===== src/verilog/dpda_pkg.sv =====
// Package for the dual port drive access block: register map,
// field positions, reset values and format constants.
// Assumes a 32-bit APB master and one clock domain.
package dpda_pkg;

	// ----------------------------------------------------------------
	// Register byte offsets
	// ----------------------------------------------------------------
	localparam logic [7:0] DPDA_OFF_CTRL = 8'h00;
	localparam logic [7:0] DPDA_OFF_STATUS = 8'h04;
	localparam logic [7:0] DPDA_OFF_FMT_FLAGS = 8'h08;
	localparam logic [7:0] DPDA_OFF_FMT_SECTORS = 8'h0C;
	localparam logic [7:0] DPDA_OFF_FMT_FIELDS = 8'h10;
	localparam logic [7:0] DPDA_OFF_FMT_LOAD = 8'h14;

	// ----------------------------------------------------------------
	// Field positions
	// ----------------------------------------------------------------
	localparam int DPDA_CTRL_DRIVE_RESET = 0;
	localparam int DPDA_FLAG_INITIALIZED = 7;
	localparam int DPDA_FLAG_MFR_FORMAT = 6;
	localparam int DPDA_ST_SELECTED = 0;
	localparam int DPDA_ST_RESERVED = 2;
	localparam int DPDA_ST_PRIO_RESERVED = 4;
	localparam int DPDA_ST_PENDING = 6;
	localparam int DPDA_ST_ACTIVE = 8;
	localparam int DPDA_ST_TIME_DEP = 9;
	localparam int DPDA_ST_FMT_EXCEPTION = 10;
	localparam int DPDA_ST_FMT_USABLE = 11;
	localparam int DPDA_ST_NEUTRAL = 12;

	// ----------------------------------------------------------------
	// Format constants and reset values
	// ----------------------------------------------------------------
	localparam logic [15:0] DPDA_ALL_ONES = 16'hFFFF;
	localparam logic [15:0] DPDA_MAX_FIELDS = 16'h0003;
	localparam logic [15:0] DPDA_MFR_FIELDS = 16'h0002;
	localparam logic [7:0] DPDA_RST_FLAGS = 8'h00;
	localparam logic [15:0] DPDA_RST_SECTORS = 16'hFFFF;
	localparam logic [15:0] DPDA_RST_FIELDS = 16'hFFFF;

endpackage


===== src/verilog/dpda_top.sv =====
// Dual port drive access control: selection arbitration, port switch,
// reservations, command activity, status pending and format handling.
// Assumes port strobes are synchronous to pclk and one cycle long.
//
// Function
// - Commands needing the format are refused unless initialized flag set.
// - Initialized flag is bit 7 of the format flag octet.
// - Loaded format survives controller and drive resets.
// - Missing or bad format parameters set the format exception bit.
// - Flag bit 6 selects built-in format until next load.
// - Built-in format is one header plus one data field.
// - Not ready drive rejects head assembly work, out of context.
// - Busy when other port selected or reserved, active or timed.
// - Command stays active until completion; no new command meanwhile.
// - At most one port selected; simultaneous requests arbitrated.
// - Busy selection answers slave in without radial address.
// - Reservation holds until release, reset or other priority select.
// - Priority reservation is not broken by any priority select.
// - Timed command keeps other port busy; owner gets status busy.
// - Completion raises class 1 interrupt to owner, clears busy.
// - Neutral drive accepts access through either enabled port.
// - Selection or priority select switches; reserve keeps it.
// - Switch released on deselect unreserved, reset, priority select.
// - Drive reset drops selections, reservations, pending and activity; format kept.
// - Status pending held until the controller collects status.
//
// Register access over APB and the placing of the registers are this design's own decisions.
module dpda_top #(
	parameter logic [15:0] DEF_SECTORS = 16'h0020,
	parameter logic [15:0] DEF_FIELDS = 16'h0002,
	parameter logic [15:0] MFR_SECTORS = 16'h0020
) (
	input wire logic pclk,
	input wire logic presetn,
	input wire logic psel,
	input wire logic penable,
	input wire logic pwrite,
	input wire logic [7:0] paddr,
	input wire logic [31:0] pwdata,
	output logic [31:0] prdata,
	output logic pready,
	output logic pslverr,
	input wire logic drive_ready,
	input wire logic [1:0] port_enabled,
	input wire logic [1:0] sel_req,
	input wire logic [1:0] prio_select,
	input wire logic [1:0] reserve,
	input wire logic [1:0] prio_reserve,
	input wire logic [1:0] release_req,
	input wire logic [1:0] port_reset,
	input wire logic [1:0] cmd_valid,
	input wire logic [1:0] cmd_time_dep,
	input wire logic [1:0] cmd_needs_hda,
	input wire logic [1:0] cmd_needs_format,
	input wire logic time_dep_done,
	input wire logic [1:0] status_taken,
	output logic [1:0] slave_in,
	output logic [1:0] radial_addr_valid,
	output logic [1:0] selected,
	output logic [1:0] switched,
	output logic [1:0] cmd_accept,
	output logic [1:0] status_busy,
	output logic [1:0] op_exception,
	output logic [1:0] out_of_context,
	output logic [1:0] completion_irq,
	output logic [1:0] status_pending,
	output logic cmd_active
);
	import dpda_pkg::*;

	// ----------------------------------------------------------------
	// Elaboration checks
	// ----------------------------------------------------------------
	if (DEF_FIELDS == 16'h0000 || DEF_FIELDS > DPDA_MAX_FIELDS) begin
		$error("DEF_FIELDS must be 1 to 3");
	end
	if (DEF_SECTORS == 16'h0000 || DEF_SECTORS > 16'h0100) begin
		$error("DEF_SECTORS must be 1 to 256");
	end
	if (MFR_SECTORS == 16'h0000 || MFR_SECTORS > 16'h0100) begin
		$error("MFR_SECTORS must be 1 to 256");
	end

	// ----------------------------------------------------------------
	// State
	// ----------------------------------------------------------------
	typedef struct packed {
		logic [31:0] prdata;
		logic pready;
		logic pslverr;
		logic [1:0] sel;
		logic [1:0] res;
		logic [1:0] pres;
		logic last_win;
		logic active;
		logic time_dep;
		logic cmd_port;
		logic [1:0] pend;
		logic [1:0] slave_in;
		logic [1:0] radial;
		logic [1:0] switched;
		logic [1:0] accept;
		logic [1:0] st_busy;
		logic [1:0] op_exc;
		logic [1:0] oop;
		logic [1:0] irq;
		logic [7:0] stg_flags;
		logic [15:0] stg_sectors;
		logic [15:0] stg_fields;
		logic [7:0] fmt_flags;
		logic [15:0] fmt_sectors;
		logic [15:0] fmt_fields;
		logic fmt_exc;
	} dpda_state_type;

	dpda_state_type state;
	dpda_state_type next_state;

	// ----------------------------------------------------------------
	// Helpers
	// ----------------------------------------------------------------
	function automatic logic dpda_fields_ok(input logic [15:0] f);
		dpda_fields_ok = (f != 16'h0000) && (f <= DPDA_MAX_FIELDS);
	endfunction

	function automatic logic dpda_known(input logic [15:0] v);
		dpda_known = (v != DPDA_ALL_ONES);
	endfunction

	logic wr_en;
	logic rd_en;
	logic fmt_usable;
	logic [1:0] owns;
	logic [1:0] busy;
	logic [1:0] want;
	logic [1:0] grant;
	logic [1:0] broken;
	logic drive_rst;
	logic [15:0] ld_sectors;
	logic [15:0] ld_fields;
	logic [31:0] rd_word;
	logic rd_hit;
	int p;
	int q;

	always_comb begin
		next_state = state;
		wr_en = psel && penable && pwrite && !state.pready;
		rd_en = psel && penable && !pwrite && !state.pready;
		ld_sectors = state.stg_sectors;
		ld_fields = state.stg_fields;
		rd_word = 32'h0000_0000;
		rd_hit = 1'b1;
		drive_rst = wr_en && (paddr == DPDA_OFF_CTRL) &&
			pwdata[DPDA_CTRL_DRIVE_RESET];
		fmt_usable = state.fmt_flags[DPDA_FLAG_INITIALIZED];
		owns = state.sel | state.res | state.pres;
		broken = 2'b00;
		grant = 2'b00;
		next_state.accept = 2'b00;
		next_state.st_busy = 2'b00;
		next_state.op_exc = 2'b00;
		next_state.oop = 2'b00;
		next_state.irq = 2'b00;

		// ------------------------------------------------------------
		// APB slave, one wait state
		// ------------------------------------------------------------
		next_state.pready = psel && penable && !state.pready;
		next_state.pslverr = 1'b0;
		case (paddr)
			DPDA_OFF_CTRL: rd_word = 32'h0000_0000;
			DPDA_OFF_STATUS: begin
				rd_word[DPDA_ST_SELECTED +: 2] = state.sel;
				rd_word[DPDA_ST_RESERVED +: 2] = state.res;
				rd_word[DPDA_ST_PRIO_RESERVED +: 2] = state.pres;
				rd_word[DPDA_ST_PENDING +: 2] = state.pend;
				rd_word[DPDA_ST_ACTIVE] = state.active;
				rd_word[DPDA_ST_TIME_DEP] = state.time_dep;
				rd_word[DPDA_ST_FMT_EXCEPTION] = state.fmt_exc;
				rd_word[DPDA_ST_FMT_USABLE] = fmt_usable;
				rd_word[DPDA_ST_NEUTRAL] = (owns == 2'b00);
			end
			// Reads return the active format so software sees what
			// the drive filled in
			DPDA_OFF_FMT_FLAGS: rd_word[7:0] = state.fmt_flags;
			DPDA_OFF_FMT_SECTORS: rd_word[15:0] = state.fmt_sectors;
			DPDA_OFF_FMT_FIELDS: rd_word[15:0] = state.fmt_fields;
			DPDA_OFF_FMT_LOAD: rd_word = 32'h0000_0000;
			default: rd_hit = 1'b0;
		endcase
		if (rd_en) begin
			next_state.prdata = rd_hit ? rd_word : 32'h0000_0000;
			next_state.pslverr = !rd_hit;
		end
		if (wr_en) begin
			case (paddr)
				DPDA_OFF_CTRL: ;
				DPDA_OFF_STATUS: next_state.pslverr = 1'b1;
				DPDA_OFF_FMT_FLAGS: next_state.stg_flags = pwdata[7:0];
				DPDA_OFF_FMT_SECTORS:
					next_state.stg_sectors = pwdata[15:0];
				DPDA_OFF_FMT_FIELDS: next_state.stg_fields = pwdata[15:0];
				DPDA_OFF_FMT_LOAD: ;
				default: next_state.pslverr = 1'b1;
			endcase
		end

		// ------------------------------------------------------------
		// Format load
		// ------------------------------------------------------------
		if (wr_en && paddr == DPDA_OFF_FMT_LOAD) begin
			next_state.fmt_exc = 1'b0;
			if (state.stg_flags[DPDA_FLAG_MFR_FORMAT]) begin
				// Built-in layout: header plus one data field
				next_state.fmt_flags = state.stg_flags;
				next_state.fmt_flags[DPDA_FLAG_INITIALIZED] = 1'b1;
				next_state.fmt_sectors = MFR_SECTORS;
				next_state.fmt_fields = DPDA_MFR_FIELDS;
			end else begin
				if (!state.stg_flags[DPDA_FLAG_INITIALIZED]) begin
					// Drive fills the quantities left as all ones
					if (!dpda_known(state.stg_sectors)) begin
						ld_sectors = DEF_SECTORS;
					end
					if (!dpda_known(state.stg_fields)) begin
						ld_fields = DEF_FIELDS;
					end
				end
				next_state.fmt_flags = state.stg_flags;
				next_state.fmt_sectors = ld_sectors;
				next_state.fmt_fields = ld_fields;
				if (!dpda_known(ld_sectors) || ld_sectors == 16'h0000 ||
					!dpda_fields_ok(ld_fields)) begin
					// Incomplete spec stays unusable
					next_state.fmt_exc = 1'b1;
					next_state.fmt_flags[DPDA_FLAG_INITIALIZED] = 1'b0;
				end else begin
					next_state.fmt_flags[DPDA_FLAG_INITIALIZED] = 1'b1;
				end
			end
		end

		// ------------------------------------------------------------
		// Arbitration and port switch
		// ------------------------------------------------------------
		for (p = 0; p < 2; p++) begin
			q = 1 - p;
			// Deselection drops selection; reservation keeps switch
			if (!sel_req[p]) begin
				next_state.sel[p] = 1'b0;
			end
			if (state.sel[p] && release_req[p]) begin
				next_state.res[p] = 1'b0;
				next_state.pres[p] = 1'b0;
			end
			if (state.sel[p] && reserve[p]) begin
				next_state.res[p] = 1'b1;
			end
			if (state.sel[p] && prio_reserve[p]) begin
				next_state.pres[p] = 1'b1;
			end
			// A priority select steals a plain reservation only
			if (sel_req[p] && prio_select[p] && port_enabled[p] &&
				!state.pres[q] && !state.sel[p]) begin
				broken[q] = 1'b1;
			end
		end
		for (p = 0; p < 2; p++) begin
			q = 1 - p;
			busy[p] = state.sel[q] || state.res[q] || state.pres[q] ||
				state.active || state.time_dep;
			want[p] = sel_req[p] && port_enabled[p] && !state.sel[p] &&
				(!busy[p] || broken[q]);
		end
		// Simultaneous requests: the port not granted last time wins
		if (want == 2'b11) begin
			grant[state.last_win ? 0 : 1] = 1'b1;
		end else begin
			grant = want;
		end
		for (p = 0; p < 2; p++) begin
			q = 1 - p;
			if (broken[p] && grant[q]) begin
				next_state.sel[p] = 1'b0;
				next_state.res[p] = 1'b0;
				next_state.pres[p] = 1'b0;
			end
			if (grant[p]) begin
				next_state.sel[p] = 1'b1;
				next_state.last_win = p[0];
			end
		end

		// ------------------------------------------------------------
		// Commands, completion and status pending
		// ------------------------------------------------------------
		for (p = 0; p < 2; p++) begin
			if (cmd_valid[p] && state.sel[p]) begin
				if (state.active || state.time_dep) begin
					next_state.st_busy[p] = 1'b1;
				end else if (cmd_needs_hda[p] && !drive_ready) begin
					next_state.op_exc[p] = 1'b1;
					next_state.oop[p] = 1'b1;
					next_state.pend[p] = 1'b1;
				end else if (cmd_needs_format[p] && !fmt_usable) begin
					next_state.op_exc[p] = 1'b1;
					next_state.pend[p] = 1'b1;
				end else begin
					next_state.accept[p] = 1'b1;
					next_state.cmd_port = p[0];
					if (cmd_time_dep[p]) begin
						next_state.active = 1'b1;
						next_state.time_dep = 1'b1;
					end else begin
						next_state.pend[p] = 1'b1;
					end
				end
			end
		end
		if (state.time_dep && time_dep_done) begin
			// Class 1 interrupt to the owning port; busy lifts on both
			next_state.active = 1'b0;
			next_state.time_dep = 1'b0;
			next_state.irq[state.cmd_port] = 1'b1;
			next_state.pend[state.cmd_port] = 1'b1;
		end
		for (p = 0; p < 2; p++) begin
			// Status arriving in the collection cycle stays pending
			if (status_taken[p] && !next_state.pend[p]) begin
				next_state.pend[p] = 1'b0;
			end else if (status_taken[p] && state.pend[p] &&
				!next_state.irq[p] && !next_state.op_exc[p] &&
				!next_state.accept[p]) begin
				next_state.pend[p] = 1'b0;
			end
		end

		// ------------------------------------------------------------
		// Resets; the format is kept as stored state
		// ------------------------------------------------------------
		for (p = 0; p < 2; p++) begin
			q = 1 - p;
			if (port_reset[p] || !port_enabled[p]) begin
				next_state.sel[p] = 1'b0;
				next_state.res[p] = 1'b0;
				next_state.pres[p] = 1'b0;
				next_state.pend[p] = 1'b0;
				if (!(owns[q])) begin
					next_state.active = 1'b0;
					next_state.time_dep = 1'b0;
				end
			end
		end
		if (drive_rst) begin
			next_state.sel = 2'b00;
			next_state.res = 2'b00;
			next_state.pres = 2'b00;
			next_state.pend = 2'b00;
			next_state.active = 1'b0;
			next_state.time_dep = 1'b0;
			next_state.irq = 2'b00;
			next_state.accept = 2'b00;
		end

		// ------------------------------------------------------------
		// Port indications
		// ------------------------------------------------------------
		for (p = 0; p < 2; p++) begin
			// Busy answer: slave in without radial address
			next_state.slave_in[p] = sel_req[p] && port_enabled[p];
			next_state.radial[p] = next_state.sel[p];
		end
		next_state.switched = next_state.sel | next_state.res |
			next_state.pres;
	end

	// ----------------------------------------------------------------
	// Registers
	// ----------------------------------------------------------------
	always_ff @(posedge pclk or negedge presetn) begin
		if (!presetn) begin
			state <= '0;
			state.stg_sectors <= DPDA_RST_SECTORS;
			state.stg_fields <= DPDA_RST_FIELDS;
			state.fmt_flags <= DPDA_RST_FLAGS;
			state.fmt_sectors <= DPDA_RST_SECTORS;
			state.fmt_fields <= DPDA_RST_FIELDS;
		end else begin
			state <= next_state;
		end
	end

	assign prdata = state.prdata;
	assign pready = state.pready;
	assign pslverr = state.pslverr;
	assign slave_in = state.slave_in;
	assign radial_addr_valid = state.radial;
	assign selected = state.sel;
	assign switched = state.switched;
	assign cmd_accept = state.accept;
	assign status_busy = state.st_busy;
	assign op_exception = state.op_exc;
	assign out_of_context = state.oop;
	assign completion_irq = state.irq;
	assign status_pending = state.pend;
	assign cmd_active = state.active;

endmodule

===== config.mk =====
export PLATFORM = sky130hd
export DESIGN_NAME = dpda_top
export DESIGN_NICKNAME = d
export VERILOG_FILES = /design/src/verilog/dpda_pkg.sv /design/src/verilog/dpda_top.sv
export SDC_FILE = /design/constraint.sdc
export NUM_CORES = 1
export LEC_CHECK = 0
export ABC_AREA = 1
export BUFFER_PORTS_ARGS = -buffer_cell sky130_fd_sc_hd__buf_4
export CAP_MARGIN = 20
export CORE_MARGIN = 2
export CORE_UTILIZATION = 59
export DETAILED_ROUTE_END_ITERATION = 7
export PLACE_DENSITY = 0.85
export SLEW_MARGIN = 40
export SYNTH_ARGS = -nofsm -noshare
export SYNTH_HDL_FRONTEND = slang
export SYNTH_SLANG_ARGS = --single-unit

===== constraint.sdc =====
create_clock -name pclk -period 3.7 [get_ports pclk]
set_input_delay 0 -clock pclk [delete_from_list [all_inputs] [get_ports pclk]]
set_output_delay 0 -clock pclk [all_outputs]
set_load 0.01 [all_outputs]

==> impl_metrics.prom <==
# TYPE chip_impl_metric gauge
chip_impl_metric{name="fill_cells",unit=""} 601
chip_impl_metric{name="multiInputGateArea",unit="sq um"} 2080
chip_impl_info{name="worst_hold_path_type",value="in2reg"} 1
chip_impl_metric{name="route.vias.total",unit=""} 5528
chip_impl_metric{name="worst_vdd_rail_ir_drop",unit="mV"} 0.278
chip_impl_info{name="crit_path_start",value="psel"} 1
chip_impl_metric{name="drtAntennaViolNets",unit=""} 0
chip_impl_metric{name="synth-async-reset-ratio",unit="%"} 100
chip_impl_metric{name="maxCapViolations",unit=""} 0
chip_impl_metric{name="synth_seq_cells",unit=""} 125
chip_impl_metric{name="core_area",unit="sq um"} 9860
chip_impl_metric{name="fraction_of_final_layout_cells_with_drive_strength_greater_than_1",unit="%"} 24.4
chip_impl_metric{name="synth.distinct_cells",unit=""} 37
chip_impl_info{name="cp_cell_sequence",value="dlygate4sd3_1 -> buf_4 -> nand2_1 -> dlygate4sd3_1 -> nor2_1 -> nand2_1 -> inv_1 -> nand3_1 -> nand4_1 -> dlygate4sd3_1 -> nor2_1 -> dlygate4sd3_1"} 1
chip_impl_metric{name="numCtsBuffers",unit=""} 17
chip_impl_metric{name="detailed_place_hpwl",unit="microns"} 10200
chip_impl_metric{name="placed_cells_incl_taps",unit=""} 886
chip_impl_metric{name="drt_iter0_drc",unit=""} 515
chip_impl_metric{name="standby_leakage_power",unit="uW"} 0.00376
chip_impl_metric{name="initial_core_util",unit="%"} 61.4
chip_impl_metric{name="port_buffers",unit=""} 93
chip_impl_info{name="cells_taking_the_most_area_after_synthesis",value="sky130_fd_sc_hd__dfstp_2 (28%), sky130_fd_sc_hd__dfrtp_1 (25%), sky130_fd_sc_hd__nand2_1 (11%)"} 1
chip_impl_metric{name="gpl.final_weighted_congestion",unit=""} 0.924
chip_impl_info{name="synth_top_cell_by_area",value="sky130_fd_sc_hd__dfstp_2"} 1
chip_impl_metric{name="worst-path-max-fanout",unit=""} 5
chip_impl_metric{name="hold_buffers",unit=""} 58
chip_impl_metric{name="core_rows",unit=""} 36
chip_impl_metric{name="finalHoldWorstSlack",unit="ns"} 0.0242
chip_impl_info{name="worstSetupPathType",value="in2reg"} 1
chip_impl_metric{name="clock_insertion_delay_at_the_later_pin_of_the_skew_report",unit="ns"} 0.53
chip_impl_metric{name="cts_buffer_depth",unit=""} 2
chip_impl_metric{name="first_pass_iteration_count_of_the_detailed_router",unit=""} 6
chip_impl_metric{name="fp.dieArea",unit="sq um"} 11100
chip_impl_metric{name="post_cts_setup_buffer_count",unit=""} 0
chip_impl_info{name="rsz0062_at_grt",value="no"} 1
chip_impl_metric{name="design.portCount",unit=""} 126
chip_impl_metric{name="cts.clk_slew.worst_paths",unit="ns"} 0.06
chip_impl_metric{name="fin_cells",unit=""} 976
chip_impl_metric{name="worst_pin_slew",unit="ns"} 0.774
chip_impl_metric{name="grt_pass1_wl",unit="microns"} 26800
chip_impl_metric{name="grt_antenna_before_repair",unit=""} 0
chip_impl_metric{name="synth-edff-count",unit=""} 0
chip_impl_metric{name="min_period",unit="ns"} 3.23
chip_impl_metric{name="finClkSkew",unit="ns"} 0.00779
chip_impl_metric{name="slowest_delay",unit="ns"} 0.62
chip_impl_metric{name="synth_sequential_area_ratio",unit="%"} 52.9
chip_impl_metric{name="totalNegativeSetupSlack",unit="ns"} 0
chip_impl_metric{name="synth.top_cell.area_share",unit="%"} 27.7
chip_impl_metric{name="finish.net_count",unit=""} 901
chip_impl_metric{name="final-seq-area",unit="sq um"} 3210
chip_impl_info{name="startpoint_kind_of_the_worst_setup_timing_path",value="input pin"} 1
chip_impl_metric{name="route.detailed.wl_per_inst",unit="microns"} 17.3
chip_impl_metric{name="die_x",unit="microns"} 105
chip_impl_metric{name="groute.usage.overall",unit="%"} 30.9
chip_impl_info{name="critical-path-top-cell-by-count",value="sky130_fd_sc_hd__dlygate4sd3_1"} 1
chip_impl_metric{name="netlist_area",unit="sq um"} 6060
chip_impl_metric{name="power_per_cell_area",unit="nW/um^2"} 427
chip_impl_metric{name="final.period_utilization",unit="%"} 87.4
chip_impl_metric{name="h-tree-depth",unit=""} 4
chip_impl_metric{name="wirelength",unit="microns"} 16900
chip_impl_info{name="synthFlopType",value="sky130_fd_sc_hd__dfstp_2"} 1
chip_impl_metric{name="synth-warning-count",unit=""} 0
chip_impl_metric{name="timing_hold_violations_final",unit=""} 0
chip_impl_metric{name="final-setup-viol-count",unit=""} 0
chip_impl_metric{name="slew_violations",unit=""} 0
chip_impl_info{name="worst_setup_path_end_kind",value="register"} 1
chip_impl_metric{name="routed_via_density",unit=""} 5.66
chip_impl_info{name="cts_tree",value="built"} 1
chip_impl_metric{name="largest_net_degree_at_the_start_of_global_routing",unit=""} 67
chip_impl_info{name="run_status",value="completed"} 1
chip_impl_metric{name="synthCells",unit=""} 716
chip_impl_metric{name="antenna-diode-count",unit=""} 0
chip_impl_metric{name="first_global_vias",unit=""} 5403
chip_impl_metric{name="post_cts_resized",unit=""} 0
chip_impl_metric{name="layout-area-overhead-vs-synth",unit="%"} 26.1
chip_impl_metric{name="data_required_time_at_the_worst_endpoint",unit="ns"} 4.11
chip_impl_metric{name="clkSinkCount",unit=""} 125
chip_impl_metric{name="critical_path_at",unit="ns"} 3.64
chip_impl_metric{name="slew_headroom",unit="%"} 48.3
chip_impl_info{name="most-common-layout-cells",value="sky130_fd_sc_hd__nand2_1 (171), sky130_fd_sc_hd__buf_4 (96), sky130_fd_sc_hd__inv_1 (79)"} 1
chip_impl_metric{name="postSynthAreaPerCell",unit="sq um"} 8.46
chip_impl_metric{name="die_y",unit="microns"} 105
chip_impl_info{name="critical_path.reg2reg.startpoint",value="pready"} 1
chip_impl_metric{name="overflow",unit=""} 0
chip_impl_info{name="hold_path_startpoint",value="paddr[3]"} 1
chip_impl_metric{name="maxClockFrequency",unit="MHz"} 309
chip_impl_info{name="critical_path.slowest_cell",value="sky130_fd_sc_hd__dlygate4sd3_1"} 1
chip_impl_info{name="layout.cells.most_common",value="sky130_fd_sc_hd__nand2_1"} 1
chip_impl_metric{name="drc",unit=""} 0
chip_impl_info{name="cts_root_buf",value="sky130_fd_sc_hd__clkbuf_8"} 1
report_power, final:
group / total, uW / switching [uW] / internal, uW
sequential: 1440 / 27.3 / 1410
clock: 1550 / 585 / 966
combinational: 272 / 147 / 126
total: 3270 / 759 / 2510
cell usage after synthesis, types with 2 or more instances:
| master | count |
|---|---|
| sky130_fd_sc_hd__o21ai_0 | 75 |
| sky130_fd_sc_hd__o41ai_1 | 2 |
| sky130_fd_sc_hd__o21ai_1 | 23 |
| sky130_fd_sc_hd__buf_2 | 9 |
| sky130_fd_sc_hd__inv_1 | 79 |
| sky130_fd_sc_hd__buf_6 | 3 |
| sky130_fd_sc_hd__nand2_2 | 6 |
| sky130_fd_sc_hd__a21oi_1 | 11 |
| sky130_fd_sc_hd__nand2_1 | 171 |
| sky130_fd_sc_hd__buf_4 | 52 |
| sky130_fd_sc_hd__clkbuf_1 | 11 |
| sky130_fd_sc_hd__a22o_1 | 2 |
| sky130_fd_sc_hd__dfrtp_1 | 61 |
| sky130_fd_sc_hd__dfstp_2 | 64 |
| sky130_fd_sc_hd__nand3_1 | 45 |
| sky130_fd_sc_hd__o22ai_1 | 13 |
| sky130_fd_sc_hd__a221oi_1 | 4 |
| sky130_fd_sc_hd__inv_2 | 2 |
| sky130_fd_sc_hd__nand4_1 | 5 |
| sky130_fd_sc_hd__nor2_1 | 46 |
| sky130_fd_sc_hd__nor3_1 | 16 |
state kept, by name, summed over array words and instances (netlist names):
signal             flops
state                 87
status_pending         2
pslverr                1
completion_irq         2
cmd_active             1
switched               2
status_busy            2
fmt_usable             1
op_exception           2
pready                 1
slave_in               2
radial_addr_valid      2
cmd_accept             2
out_of_context         2
prdata                16
metrics by stage:
step | total power [uW] | setup slack, ns | util (%) | cell area, sq um
CTS | 3250 | 0.815 | 77.4 | 7640
global route | 3370 | 0.427 | 77.5 | 7640
detailed placement | 1670 | 1.30 | 65.9 | 6500
finish | 3270 | 0.466 | 77.5 | 7640
floorplan | 1580 | 2.16 | - | 6120
global placement | 1660 | 1.37 | 65.9 | 6500
layout make-up:
class	instances	area share [%]
clock buffer	20	5.70
clock inverter	12	1.59
inverter	83	4.11
sequential	125	42.0
multi-input combinational	448	27.3
timing repair buffer	155	17.2
tap	133	2.18
final timing paths:
path,endpoint,slack (ns),cells past startpoint
max,state[100],0.47,12
max in group asynchronous,prdata[6],2.86,3
min reg2reg,state[25],0.48,2
min in group asynchronous,cmd_accept[1],0.03,2
min,state[36],0.02,6
max reg2reg,state[100],0.88,8
metal layers:
layer | part of all wire (%) | vias up | wire (microns) | GRT usage (%)
met5 | 0 | - | 0 | 0
met4 | 4.0 | 0 | 683 | 16.3
met3 | 9.0 | 79 | 1520 | 7.24
met2 | 48 | 375 | 8160 | 50.6
met1 | 39 | 2597 | 6520 | 38.2
li1 | - | 2477 | - | -
cells by family after synthesis:
group | synth area share (%)
AND/OR/NAND/NOR | 21.3
flip-flops | 52.9
AO/OA/AOI/OAI | 12.1
buffers and inverters | 13.6
other | 0.0619
worst max-delay path: cells and delay by family:
family | cells | cell delay (ns)
buffers and inverters | 6 | 2.64
AND/OR/NAND/NOR | 6 | 1.02
Note: power is estimated with default switching activity, not from simulation.
